--- src/verilog/ssp_rx_map.vh ---
/*
 * Register indices, field positions, reset values and timing counts of the
 * secondary serial port receive slot map (lanes 4 to 6).
 * Assumes the includer uses these names only; byte address is four times an index.
 */
`ifndef SSP_RX_MAP_VH
`define SSP_RX_MAP_VH

// ============================================================
// register indices (byte address = 4 * index)
`define SSP_IDX_LANE4        6'h2B
`define SSP_IDX_LANE5        6'h2C
`define SSP_IDX_LANE6        6'h2D
`define SSP_IDX_FORMAT       6'h30
`define SSP_IDX_STATUS       6'h31

// ============================================================
// reset values
`define SSP_RST_LANE4        8'h03
`define SSP_RST_LANE5        8'h04
`define SSP_RST_LANE6        8'h05
`define SSP_RST_FORMAT       8'h0C

// ============================================================
// field layout
`define SSP_SLOT_MSB         4
`define SSP_SRC_LSB          5
`define SSP_WMASK_LANE4      8'h3F
`define SSP_WMASK_LANE56     8'h7F
`define SSP_WMASK_FORMAT     8'h0F
`define SSP_FMT_FRAMED_BIT   0
`define SSP_FMT_LJ_BIT       1
`define SSP_FMT_WL_LSB       2

// ============================================================
// source codes
`define SSP_SRC_OFF          2'h0
`define SSP_SRC_PLAY         2'h1
`define SSP_SRC_LOOP         2'h2
`define SSP_SRC_LINK         2'h3

// ============================================================
// slot widths in bit clocks, selected by word length code 0..3
`define SSP_WL16             6'h10
`define SSP_WL20             6'h14
`define SSP_WL24             6'h18
`define SSP_WL32             6'h20

`endif

--- src/verilog/ssp_rx_lane.v ---
/*
 * One receive lane: captures the bits of its selected slot and hands the word
 * to the destination named by its source field.
 * Assumes slot position and bit strobes come from the frame tracker on pclk.
 */
module ssp_rx_lane #(
	parameter LINK_OK = 0
) (
	// clock and reset
	input  wire        pclk,
	input  wire        presetn,
	// configuration
	input  wire [1:0]  source,
	input  wire [4:0]  slot,
	// frame position of the current bit
	input  wire        bit_ok,
	input  wire [4:0]  bit_code,
	input  wire        bit_first,
	input  wire        bit_last,
	input  wire        bit_data,
	// captured word
	output reg  [31:0] data,
	output reg         play_valid,
	output reg         loop_valid,
	output reg         link_valid
);
`include "ssp_rx_map.vh"

	reg  [31:0] shift;
	wire        hit;
	wire [31:0] next_shift;

	// ============================================================
	// capture
	// a disabled lane never matches, so its slot field has no effect
	assign hit        = bit_ok && (source != `SSP_SRC_OFF) && (bit_code == slot);
	assign next_shift = {(bit_first ? 31'h00000000 : shift[30:0]), bit_data};

	always @(posedge pclk or negedge presetn) begin
		if (!presetn) begin
			shift      <= 32'h00000000;
			data       <= 32'h00000000;
			play_valid <= 1'b0;
			loop_valid <= 1'b0;
			link_valid <= 1'b0;
		end else begin
			play_valid <= 1'b0;
			loop_valid <= 1'b0;
			link_valid <= 1'b0;
			if (hit) begin
				shift <= next_shift;
				if (bit_last) begin
					data       <= next_shift;
					play_valid <= (source == `SSP_SRC_PLAY);
					loop_valid <= (source == `SSP_SRC_LOOP);
					// reserved code 3 goes nowhere on lanes without a chip link
					link_valid <= (source == `SSP_SRC_LINK) && (LINK_OK != 0);
				end
			end
		end
	end
endmodule // ssp_rx_lane

--- src/verilog/ssp_rx_slot_map.v ---
/*
 * Secondary serial port receive slot map for lanes 4 to 6: APB register bank,
 * frame tracker for TDM, I2S and left-justified framing, and three lanes.
 * Assumes bit clock, frame sync and data pins are asynchronous to pclk and the
 * bit clock is slower than pclk/8; data and sync are taken at bit clock rise.
 */
// Functional notes
// - lane 4 source bit 5: clear disables, set routes slot to playback 4.
// - lane 4 slot field bits 4..0, read-write, resets to three.
// - lane 5 source bits 6..5: off, playback 5, ADC 1 loopback, reserved.
// - lane 5 register resets disabled with slot four.
// - lane 6 source: off, playback 6, ADC 2 loopback, chip link device 1.
// - lane 6 register resets disabled with slot five.
module ssp_rx_slot_map (
	// clock and reset
	input  wire        pclk,
	input  wire        presetn,
	// apb slave
	input  wire        psel,
	input  wire        penable,
	input  wire        pwrite,
	input  wire [7:0]  paddr,
	input  wire [31:0] pwdata,
	input  wire [3:0]  pstrb,
	output wire        pready,
	output reg  [31:0] prdata,
	output wire        pslverr,
	// serial pins
	input  wire        ssp_bclk,
	input  wire        ssp_fsync,
	input  wire        ssp_sdin,
	// lane 4 destinations
	output wire [31:0] lane4_data,
	output wire        lane4_play_valid,
	// lane 5 destinations
	output wire [31:0] lane5_data,
	output wire        lane5_play_valid,
	output wire        lane5_loop_valid,
	// lane 6 destinations
	output wire [31:0] lane6_data,
	output wire        lane6_play_valid,
	output wire        lane6_loop_valid,
	output wire        lane6_link_valid
);
`include "ssp_rx_map.vh"

	// ============================================================
	// registers
	reg  [7:0]  sec_rx_lane4_select;
	reg  [7:0]  sec_rx_lane5_select;
	reg  [7:0]  sec_rx_lane6_select;
	reg  [7:0]  sec_port_format;
	reg  [7:0]  next_prdata;
	reg         map_hit;
	wire [5:0]  idx;
	wire        aligned;
	wire        wr_en;
	wire [7:0]  status;

	assign idx     = paddr[7:2];
	assign aligned = (paddr[1:0] == 2'h0);
	assign pready  = 1'b1;
	assign pslverr = psel && penable && !map_hit;
	assign wr_en   = psel && penable && pwrite && map_hit && pstrb[0];

	always @* begin
		map_hit     = aligned;
		next_prdata = 8'h00;
		case (idx)
			`SSP_IDX_LANE4:  next_prdata = sec_rx_lane4_select;
			`SSP_IDX_LANE5:  next_prdata = sec_rx_lane5_select;
			`SSP_IDX_LANE6:  next_prdata = sec_rx_lane6_select;
			`SSP_IDX_FORMAT: next_prdata = sec_port_format;
			`SSP_IDX_STATUS: next_prdata = status;
			default:         map_hit = 1'b0;
		endcase
		if (!aligned)
			next_prdata = 8'h00;
	end

	// read data is latched in the setup cycle so it is a flop output in access
	always @(posedge pclk or negedge presetn) begin
		if (!presetn) begin
			prdata <= 32'h00000000;
		end else if (psel && !penable) begin
			prdata <= {24'h000000, next_prdata};
		end
	end

	always @(posedge pclk or negedge presetn) begin
		if (!presetn) begin
			sec_rx_lane4_select <= `SSP_RST_LANE4;
			sec_rx_lane5_select <= `SSP_RST_LANE5;
			sec_rx_lane6_select <= `SSP_RST_LANE6;
			sec_port_format     <= `SSP_RST_FORMAT;
		end else if (wr_en) begin
			case (idx)
				`SSP_IDX_LANE4:  sec_rx_lane4_select <= pwdata[7:0] & `SSP_WMASK_LANE4;
				`SSP_IDX_LANE5:  sec_rx_lane5_select <= pwdata[7:0] & `SSP_WMASK_LANE56;
				`SSP_IDX_LANE6:  sec_rx_lane6_select <= pwdata[7:0] & `SSP_WMASK_LANE56;
				`SSP_IDX_FORMAT: sec_port_format     <= pwdata[7:0] & `SSP_WMASK_FORMAT;
				default:         sec_port_format     <= sec_port_format;
			endcase
		end
	end

	// ============================================================
	// pin synchronisers and bit clock edge
	reg  [1:0]  bclk_sync;
	reg  [1:0]  fsync_sync;
	reg  [1:0]  sdin_sync;
	reg         bclk_prev;

	always @(posedge pclk or negedge presetn) begin
		if (!presetn) begin
			bclk_sync  <= 2'h0;
			fsync_sync <= 2'h0;
			sdin_sync  <= 2'h0;
			bclk_prev  <= 1'b0;
		end else begin
			bclk_sync  <= {bclk_sync[0], ssp_bclk};
			fsync_sync <= {fsync_sync[0], ssp_fsync};
			sdin_sync  <= {sdin_sync[0], ssp_sdin};
			bclk_prev  <= bclk_sync[1];
		end
	end

	// ============================================================
	// frame tracker
	reg         fs_prev;
	reg         armed;
	reg         half_right;
	reg  [4:0]  bit_cnt;
	reg  [5:0]  slot_cnt;
	reg  [5:0]  slot_bits;
	wire        edge_rise;
	wire        framed;
	wire        i2s;
	wire        fs;
	wire        start;
	wire        take;
	wire        new_half;
	wire        eff_half;
	wire [4:0]  eff_bit;
	wire [5:0]  eff_slot;
	wire        last_bit;
	wire        bit_ok;
	wire [4:0]  bit_code;

	always @* begin
		case (sec_port_format[`SSP_FMT_WL_LSB+1:`SSP_FMT_WL_LSB])
			2'h0:    slot_bits = `SSP_WL16;
			2'h1:    slot_bits = `SSP_WL20;
			2'h2:    slot_bits = `SSP_WL24;
			default: slot_bits = `SSP_WL32;
		endcase
	end

	assign edge_rise = bclk_sync[1] && !bclk_prev;
	assign framed    = sec_port_format[`SSP_FMT_FRAMED_BIT];
	assign i2s       = framed && !sec_port_format[`SSP_FMT_LJ_BIT];
	assign fs        = fsync_sync[1];
	// TDM frames open on sync rise; I2S/LJ open a half on either sync edge
	assign start     = framed ? (fs != fs_prev) : (fs && !fs_prev);
	// I2S left half runs with sync low, LJ left half with sync high
	assign new_half  = framed && (i2s ? fs : !fs);
	// I2S data lags the sync edge by one bit, so that bit belongs to no slot
	assign take      = edge_rise && (start || armed) && !(start && i2s);
	assign eff_half  = start ? new_half : half_right;
	assign eff_bit   = start ? 5'h00 : bit_cnt;
	assign eff_slot  = start ? 6'h00 : slot_cnt;
	assign last_bit  = ({1'b0, eff_bit} == (slot_bits - 6'h01));
	assign bit_ok    = take && (framed ? (eff_slot[5:4] == 2'h0) : !eff_slot[5]);
	assign bit_code  = framed ? {eff_half, eff_slot[3:0]} : eff_slot[4:0];

	always @(posedge pclk or negedge presetn) begin
		if (!presetn) begin
			fs_prev    <= 1'b0;
			armed      <= 1'b0;
			half_right <= 1'b0;
			bit_cnt    <= 5'h00;
			slot_cnt   <= 6'h00;
		end else if (edge_rise) begin
			fs_prev <= fs;
			if (start) begin
				armed      <= 1'b1;
				half_right <= new_half;
			end
			if (start && i2s) begin
				bit_cnt  <= 5'h00;
				slot_cnt <= 6'h00;
			end else if (take) begin
				bit_cnt <= last_bit ? 5'h00 : eff_bit + 5'h01;
				// slot count parks at 32 once a frame outruns the slot range
				if (last_bit && !eff_slot[5])
					slot_cnt <= eff_slot + 6'h01;
				else
					slot_cnt <= eff_slot;
			end
		end
	end

	assign status = {1'b0, armed, slot_cnt};

	// ============================================================
	// lanes
	ssp_rx_lane #(.LINK_OK(0)) u_lane4 (
		.pclk       (pclk),
		.presetn    (presetn),
		.source     ({1'b0, sec_rx_lane4_select[`SSP_SRC_LSB]}),
		.slot       (sec_rx_lane4_select[`SSP_SLOT_MSB:0]),
		.bit_ok     (bit_ok),
		.bit_code   (bit_code),
		.bit_first  (eff_bit == 5'h00),
		.bit_last   (last_bit),
		.bit_data   (sdin_sync[1]),
		.data       (lane4_data),
		.play_valid (lane4_play_valid),
		.loop_valid (),
		.link_valid ()
	);

	ssp_rx_lane #(.LINK_OK(0)) u_lane5 (
		.pclk       (pclk),
		.presetn    (presetn),
		.source     (sec_rx_lane5_select[`SSP_SRC_LSB+1:`SSP_SRC_LSB]),
		.slot       (sec_rx_lane5_select[`SSP_SLOT_MSB:0]),
		.bit_ok     (bit_ok),
		.bit_code   (bit_code),
		.bit_first  (eff_bit == 5'h00),
		.bit_last   (last_bit),
		.bit_data   (sdin_sync[1]),
		.data       (lane5_data),
		.play_valid (lane5_play_valid),
		.loop_valid (lane5_loop_valid),
		.link_valid ()
	);

	ssp_rx_lane #(.LINK_OK(1)) u_lane6 (
		.pclk       (pclk),
		.presetn    (presetn),
		.source     (sec_rx_lane6_select[`SSP_SRC_LSB+1:`SSP_SRC_LSB]),
		.slot       (sec_rx_lane6_select[`SSP_SLOT_MSB:0]),
		.bit_ok     (bit_ok),
		.bit_code   (bit_code),
		.bit_first  (eff_bit == 5'h00),
		.bit_last   (last_bit),
		.bit_data   (sdin_sync[1]),
		.data       (lane6_data),
		.play_valid (lane6_play_valid),
		.loop_valid (lane6_loop_valid),
		.link_valid (lane6_link_valid)
	);
endmodule // ssp_rx_slot_map

--- config.mk ---
export PLATFORM = sky130hd
export DESIGN_NAME = ssp_rx_slot_map
export DESIGN_NICKNAME = d
export VERILOG_FILES = /design/src/verilog/ssp_rx_lane.v /design/src/verilog/ssp_rx_slot_map.v
export VERILOG_INCLUDE_DIRS = /design/src /design/src/verilog
export SDC_FILE = /design/constraint.sdc
export NUM_CORES = 1
export LEC_CHECK = 0
export BUFFER_PORTS_ARGS = -buffer_cell sky130_fd_sc_hd__buf_2
export CORE_UTILIZATION = 30
export CTS_CLUSTER_DIAMETER = 100
export DETAILED_ROUTE_END_ITERATION = 12
export GPL_TIMING_DRIVEN = 0
export PLACE_DENSITY_LB_ADDON = 0.12
export SYNTH_ARGS = -nofsm -noshare
export SYNTH_HDL_FRONTEND = slang
export SYNTH_SLANG_ARGS = --single-unit
--- constraint.sdc ---
create_clock -name pclk -period 7.6 [get_ports pclk]
set_input_delay 0.38 -clock pclk [delete_from_list [all_inputs] [get_ports pclk]]
set_output_delay 0.38 -clock pclk [all_outputs]
set_load 0.01 [all_outputs]
==> results of run 1 <==
-- worst register-to-register path: cells and delay by family, from the launching register on --
kind | cells | cell delay (ns)
buf+inv | 5 | 1.38
simple gates | 4 | 0.89
compound gates | 3 | 0.58
fa+ha+maj | 2 | 0.53
flops | 1 | 0.42
-- cells in the final DEF, fill, tap and decap left out, drive strengths merged, types with 14 or more instances in the layout --
cell type / n
dfrtp: 240
buf: 187
mux2: 150
o21ai: 105
nand2: 100
clkbuf: 71
and2: 61
conb: 26
inv: 19
nor2: 14
-- cells in the mapped netlist, drive strengths merged, types with 8 or more instances --
library cell,count
nand3,8
clkbuf,27
xnor2,10
nor3,10
mux2,150
and2,61
inv,18
a22oi,10
nor2,14
dfrtp,240
o31ai,8
nand2,100
a21oi,8
nand4,10
buf,52
o21ai,105
-- state kept, by name, indices dropped and copies added (netlist names), 2 cells and up --
| name | count |
|---|---|
| bclk_sync | 2 |
| sec_rx_lane6_select | 7 |
| slot_cnt | 6 |
| u_lane6.data | 32 |
| u_lane5.data | 32 |
| u_lane4.shift | 31 |
| sdin_sync | 2 |
| u_lane5.shift | 31 |
| sec_rx_lane5_select | 7 |
| bit_cnt | 5 |
| sec_port_format | 4 |
| sec_rx_lane4_select | 6 |
| fsync_sync | 2 |
| u_lane6.shift | 31 |
| prdata | 7 |
| u_lane4.data | 32 |
-- cell type report --
type                       count  area (sq um)  area share (%)
multi-input combinational    615          4462           33.02
clock inverter                 8         121.4          0.8981
clock buffer                  44         882.1           6.528
inverter                      18         67.56          0.5000
sequential                   247          6190           45.81
timing repair buffer         139         770.7           5.704
tap                          461         576.8           4.269
buffer                        79         442.9           3.278
-- worst max-delay path by stage --
stage                              from               end  slack (ns)  depth (start not counted)
after global routing      fsync_sync[1]   u_lane4.data[9]        3.39                         14
final                     fsync_sync[1]   u_lane4.data[3]        3.74                         14
after detailed placement  fsync_sync[1]  u_lane4.shift[3]        3.68                         14
after CTS                 fsync_sync[1]   u_lane4.data[3]        3.65                         14
after global placement          presetn         prdata[3]        1.32                          1
after floorplan           fsync_sync[1]  u_lane5.data[28]        4.78                         13
-- through the flow --
step / utilization, % / setup slack, ns / instance area, sq um
floorplan: - / 4.783 / 11160
global placement: 34.54 / 1.321 / 12400
detailed placement: 34.72 / 3.676 / 12470
CTS: 37.63 / 3.654 / 13510
global route: 37.63 / 3.390 / 13510
finish: 37.63 / 3.735 / 13510
-- routing by layer --
metal / up-vias / global-route usage (%) / share of wire [%]
li1: 3639 / - / -
met1: 3763 / 20.65 / 49
met2: 166 / 22.04 / 44
met3: 38 / 2.748 / 4.4
met4: 0 / 3.704 / 2.5
met5: - / 0 / 0
-- cell families (layout without fill, tap and decap cells) --
family / count (synthesis) / after routing / share of synthesized area [%]
adder cells (fa/ha/maj): 7 / 7 / 0.7910
AO/OA/AOI/OAI: 172 / 172 / 9.516
AND/OR/NAND/NOR: 245 / 245 / 11.78
flip-flops: 247 / 247 / 55.90
other: 2 / 26 / 0.06783
XOR/XNOR: 14 / 14 / 1.107
buffers and inverters: 97 / 288 / 4.611
multiplexers: 151 / 151 / 16.23
-- power by group --
part	leakage, uW	internal [uW]	switching [uW]	total [uW]
sequential	0.00339	1330	12.3	1340
clock	0.000494	894	549	1440
combinational	0.00288	61.1	150	211
==> flow_summary_export.csv, run 1 <==
group,metric,value,unit
layout,diodes,0,
die,num_rows,69,
layout,fillers,3607,
die,die_h,194.1,um
run_status,outcome,"finished, final reports clean",
timing,tightest_slew,0.9831,ns
clocking,cts.sinks,247,
placement,hpwl,18480,um
yosys,synth.distinct_cells,71,
global_route,grt-ovfl-total,0,
global_route,grt_max_degree,112,
setup_path,worst_path_max_delay_cell,"dfrtp_1",
timing,period_needed,3.865,ns
timing,skew,0.01505,ns
yosys,syn_avg_cell_area,11.84,sq um
yosys,synth-edff-count,0,
timing,drv_slew,0,
yosys,yosysWarnings,0,
setup_path,reg2reg_slack,3.74,ns
global_route,grt_pass1_wl,43950,um
setup_path,crit_type,"reg2reg",
min_path,worstHoldPathCells,2,
min_path,min_to,"sec_rx_lane5_select[6]",
setup_path,worstReg2RegStart,"fsync_sync[1]",
clocking,clock_latency,0.55,ns
yosys,synthArstFlopShare,100.0,%
clocking,post_cts_buffers,0,
die,die_area,37680,sq um
yosys,synth_top_area_cell,"dfrtp_1",
global_route,grt_pass1_vias,7749,
layout,fin_cells,1611,
setup_path,crit_family,"buffers and inverters",
clocking,cts_buffer_depth,3,
routing,drt_iter0_drc,338,
yosys,ys_seq_elements,247,
layout,synthToLayoutAreaGrowth,22.05,%
timing,hold_slack,0.08639,ns
timing,fmax,258.7,MHz
placement,gp_congestion,0.7961,
yosys,syn-instance-count,935,
clocking,cts_buffers,29,
clocking,cts_tree,"built",
global_route,grt_use_total,14.36,%
power_and_ir_drop,p_leak,0.006770,uW
global_route,antenna_found_initial,0,
setup_path,critPathLaunchType,"register",
die,io-pin-count,188,
die,start_util,30.83,%
clocking,cts-root-buf,"clkbuf_16",
power_and_ir_drop,p_total,2996,uW
clocking,cts_resized,0,
setup_path,crit_path_cell_trace,"ha_1 > nor2b_1 > buf_2 > buf_2 > nor2_1 > nand2_1 > ha_1 > o21ai_0 > a221o_1 > buf_2 > buf_2 > clkbuf_1 > nand2_1 > o21ai_0",
timing,rsz0062_at_grt,"no",
yosys,ys_seq_area_share,55.90,%
setup_path,reg2regPathDepth,14,
power_and_ir_drop,pwr_density_cell,221.7,nW/um^2
routing,wl,26680,um
placement,dp_cells,1555,
setup_path,critPathBufInv,5,
timing,finalSetupTns,0,ns
setup_path,crit_top_cell,"buf_2",
routing,vias,7606,
power_and_ir_drop,ir_drop,0.0001650,V
layout,finalNetCount,1188,
setup_path,cp.arrival,4.32,ns
setup_path,timing.critical_path.to_type,"register",
setup_path,crit_path_max_incr_delay,0.42,ns
die,coreArea,35910,sq um
flow_run,cap_viol_max_count,0,
routing,detail-route-antenna-nets,0,
routing,drc,0,
die,die_w,194.1,um
yosys,synthesis.area,11070,sq um
min_path,min-delay-start,"pwdata[6]",
yosys,yosysTopAreaCellShare,54.24,%
clocking,clk_pin_slew_worst_paths,0.06,ns
timing,maxSlewHeadroom,33.96,%
timing,finalCritPeriodShare,50.86,%
routing,firstDrtPassIters,5,
routing,routed_via_density,4.721,
setup_path,r2r_end,"u_lane4.data[3]",
routing,drt-wirelength-per-cell,16.56,um
timing,hold_viol_final,0,
yosys,ys.flop_type,"dfrtp_1",
layout,drive_above_1_share,32.26,%
clocking,htreeDepth,1,
yosys,yosys-top-cells-area,"dfrtp_1, mux2_2, o21ai_0",
placement,port_buffers,133,
setup_path,cp.required,8.06,ns
setup_path,critPathMaxFanout,10,
clocking,hold_buffers,4,
min_path,hold_path_class,"in2reg",
timing,setup_viol,0,
No activity file was read; power rests on OpenSTA's default activity.
==> run 2: changes to the inputs <==
ABC_AREA = 1   (was default)
clock period = 3.88 ns   (was 7.6 ns; I/O delays follow)
==> flow_summary_export.csv, run 2 <==
group,metric,value,unit
run_status,outcome,"finished, final reports clean",
timing,period_needed,2.843,ns
layout,diodes,0,
setup_path,timing.critical_path.to_type,"register",
timing,setup_viol,0,
yosys,synthesis.area,11900,sq um
setup_path,critPathBufInv,3,
yosys,yosysMostFrequentCell,"nand2_1",
power_and_ir_drop,pwr_density_cell,411.5,nW/um^2
timing,maxSlewHeadroom,49.52,%
flow_run,cap_viol_max_count,0,
yosys,ys.flop_type,"dfrtp_1",
layout,fin_cells,2253,
yosys,syn_avg_cell_area,7.880,sq um
timing,fmax,351.7,MHz
layout,multi_input_area,4546,sq um
power_and_ir_drop,p_leak,0.007822,uW
clocking,htreeDepth,1,
timing,skew,0.01627,ns
global_route,grt_pass1_wl,53970,um
setup_path,crit_type,"reg2reg",
placement,hpwl,23430,um
layout,finalNetCount,1771,
setup_path,crit_path_max_incr_delay,0.43,ns
layout,drive_above_1_share,18.10,%
die,io-pin-count,188,
power_and_ir_drop,p_sw,1524,uW
layout,final_core_util,37.19,%
yosys,synth-edff-count,0,
die,start_util,30.57,%
power_and_ir_drop,clkPwrFrac,47.4,%
setup_path,critPathMaxFanout,10,
clocking,cts_buffer_depth,3,
layout,finalInstanceArea,14480,sq um
layout,layout_commonest_cell,"nand2_1",
yosys,ys_seq_elements,247,
clocking,cts-root-buf,"clkbuf_16",
placement,pre_cts_ws,0.9920,ns
power_and_ir_drop,power.internal,4431,uW
layout,largestRegisters,"u_lane4.data (32), u_lane5.data (32), u_lane6.data (32)",
routing,drc,0,
layout,final_cell_mix,"nand2_1, dfrtp_1, buf_2",
setup_path,cp.required,4.38,ns
power_and_ir_drop,seqPwrFrac,43.8,%
yosys,yosys-top-cells-area,"dfrtp_1, nand2_1, nand4_1",
clocking,cts_tree,"built",
routing,drt_iter0_drc,572,
timing,tightest_slew,0.7572,ns
layout,fillers,4149,
power_and_ir_drop,ir_drop,0.0003232,V
placement,port_buffers,133,
routing,drt-wirelength-per-cell,14.71,um
timing,postLayoutSetupSlackWorst,1.037,ns
die,die_area,40460,sq um
yosys,ys_seq_area_share,52.02,%
layout,synthToLayoutAreaGrowth,21.65,%
clocking,cts_buffers,30,
yosys,synthTopCellsByCount,"nand2_1, dfrtp_1, inv_1",
global_route,grt_pass1_vias,9843,
clocking,cts.sinks,247,
routing,vias,10200,
timing,finalCritPeriodShare,73.28,%
die,die_w,201.2,um
setup_path,critPathLaunchType,"register",
yosys,synth_top_area_cell,"dfrtp_1",
yosys,synth.distinct_cells,33,
die,coreArea,38920,sq um
power_and_ir_drop,swShare,25.60,%
placement,dpl_cell_area,13370,sq um
timing,hold_viol_final,0,
yosys,synthArstFlopShare,100.0,%
placement,gp_congestion,0.8132,
power_and_ir_drop,combPwrFrac,8.8,%
yosys,syn-instance-count,1510,
setup_path,crit_top_cell,"nor2_1",
placement,dp_cells,2187,
power_and_ir_drop,p_total,5956,uW
yosys,yosysTopAreaCellShare,50.47,%
global_route,grt_use_total,16.48,%
global_route,grt-ovfl-total,0,
timing,rsz0062_at_grt,"no",
routing,firstDrtPassIters,5,
global_route,antenna_found_initial,0,
min_path,hold_path_class,"in2reg",
clocking,clock_latency,0.57,ns
routing,routed_via_density,4.525,
setup_path,cp.arrival,3.34,ns
timing,drv_slew,0,
setup_path,crit_path_cell_trace,"ha_1 > nand2_1 > o21ai_2 > inv_1 > nor2_1 > ha_1 > nand3_1 > nor2_1 > buf_4 > buf_2 > nand4_1 > nor2_1",
die,die_h,201.2,um
routing,detail-route-antenna-nets,0,
routing,wl,33140,um
yosys,yosysWarnings,0,
setup_path,worst_path_max_delay_cell,"dfrtp_1",
layout,seq_area,6190,sq um
global_route,grt_max_degree,100,
die,num_rows,72,
setup_path,crit_family,"simple AND/OR/NAND/NOR gates",
clocking,clk_pin_slew_worst_paths,0.06,ns
-- run 2: area by class of cell --
type	instances	area share, %
buffer	111	4.391
multi-input combinational	1012	31.40
tap	518	4.477
inverter	164	4.270
sequential	247	42.76
clock inverter	9	0.7347
timing repair buffer	146	5.809
clock buffer	46	6.154
-- run 2: worst paths after layout --
kind,cells after the start,startpoint,end,slack [ns]
worst max-delay path,12,fsync_sync[1],u_lane6.play_valid,1.04
worst min-delay path,4,penable,prdata[4],0.06
worst max register to register,12,fsync_sync[1],u_lane6.play_valid,1.04
min in group asynchronous,2,presetn,u_lane4.data[11],0.26
worst min register to register,0,sdin_sync[0],sdin_sync[1],0.35
max in group asynchronous,4,presetn,u_lane5.shift[28],2.36
-- run 2: layer usage --
| metal | track usage [%] | share of wire (%) |
|---|---|---|
| met4 | 3.517 | 1.8 |
| met2 | 26.05 | 45 |
| met5 | 0 | 0 |
| met1 | 23.39 | 49 |
| met3 | 3.061 | 4.2 |
-- run 2: kinds of logic (layout without fill, tap and decap cells) --
family | count (synthesis) | count (layout) | share of synthesized area [%]
AO/OA/AOI/OAI | 61 | 61 | 2.787
XOR/XNOR | 3 | 3 | 0.2209
adder cells (fa/ha/maj) | 7 | 7 | 0.7360
buffers and inverters | 275 | 476 | 10.54
flip-flops | 247 | 247 | 52.02
other | 2 | 26 | 0.06312
AND/OR/NAND/NOR | 915 | 915 | 33.64
-- run 2: power by group through the flow --
stage               Clock (uW)  Sequential, uW  Combinational (uW)
floorplan                    0            2650                 310
global placement             0            2660                 519
detailed placement           0            2650                 527
CTS                       2930            2610                 536
global route              3030            2610                 591
finish                    2820            2610                 523
-- run 2: metrics by stage --
| stage | setup TNS (ns) | hold slack (ns) |
|---|---|---|
| after floorplan | 0 | -0.1016 |
| after global placement | -549.05 | 0.3031 |
| after detailed placement | 0 | 0.2978 |
| after CTS | 0 | 0.03645 |
| after global routing | 0 | 0.09773 |
| final | 0 | 0.06393 |
-- run 2: worst reg2reg max path, cell delays in order (launching register included) --
cell	delay (ns)
dfrtp_1	0.43
ha_1	0.38
nand2_1	0.08
o21ai_2	0.13
inv_1	0.07
nor2_1	0.19
ha_1	0.26
nand3_1	0.12
nor2_1	0.22
buf_4	0.28
buf_2	0.29
nand4_1	0.20
nor2_1	0.14
-- run 2: what timing repair did --
item	in CTS	in global routing
hold buffers	11	0
setup buffers	0	0
gates resized for setup	0	0
hold endpoints to repair	118	0
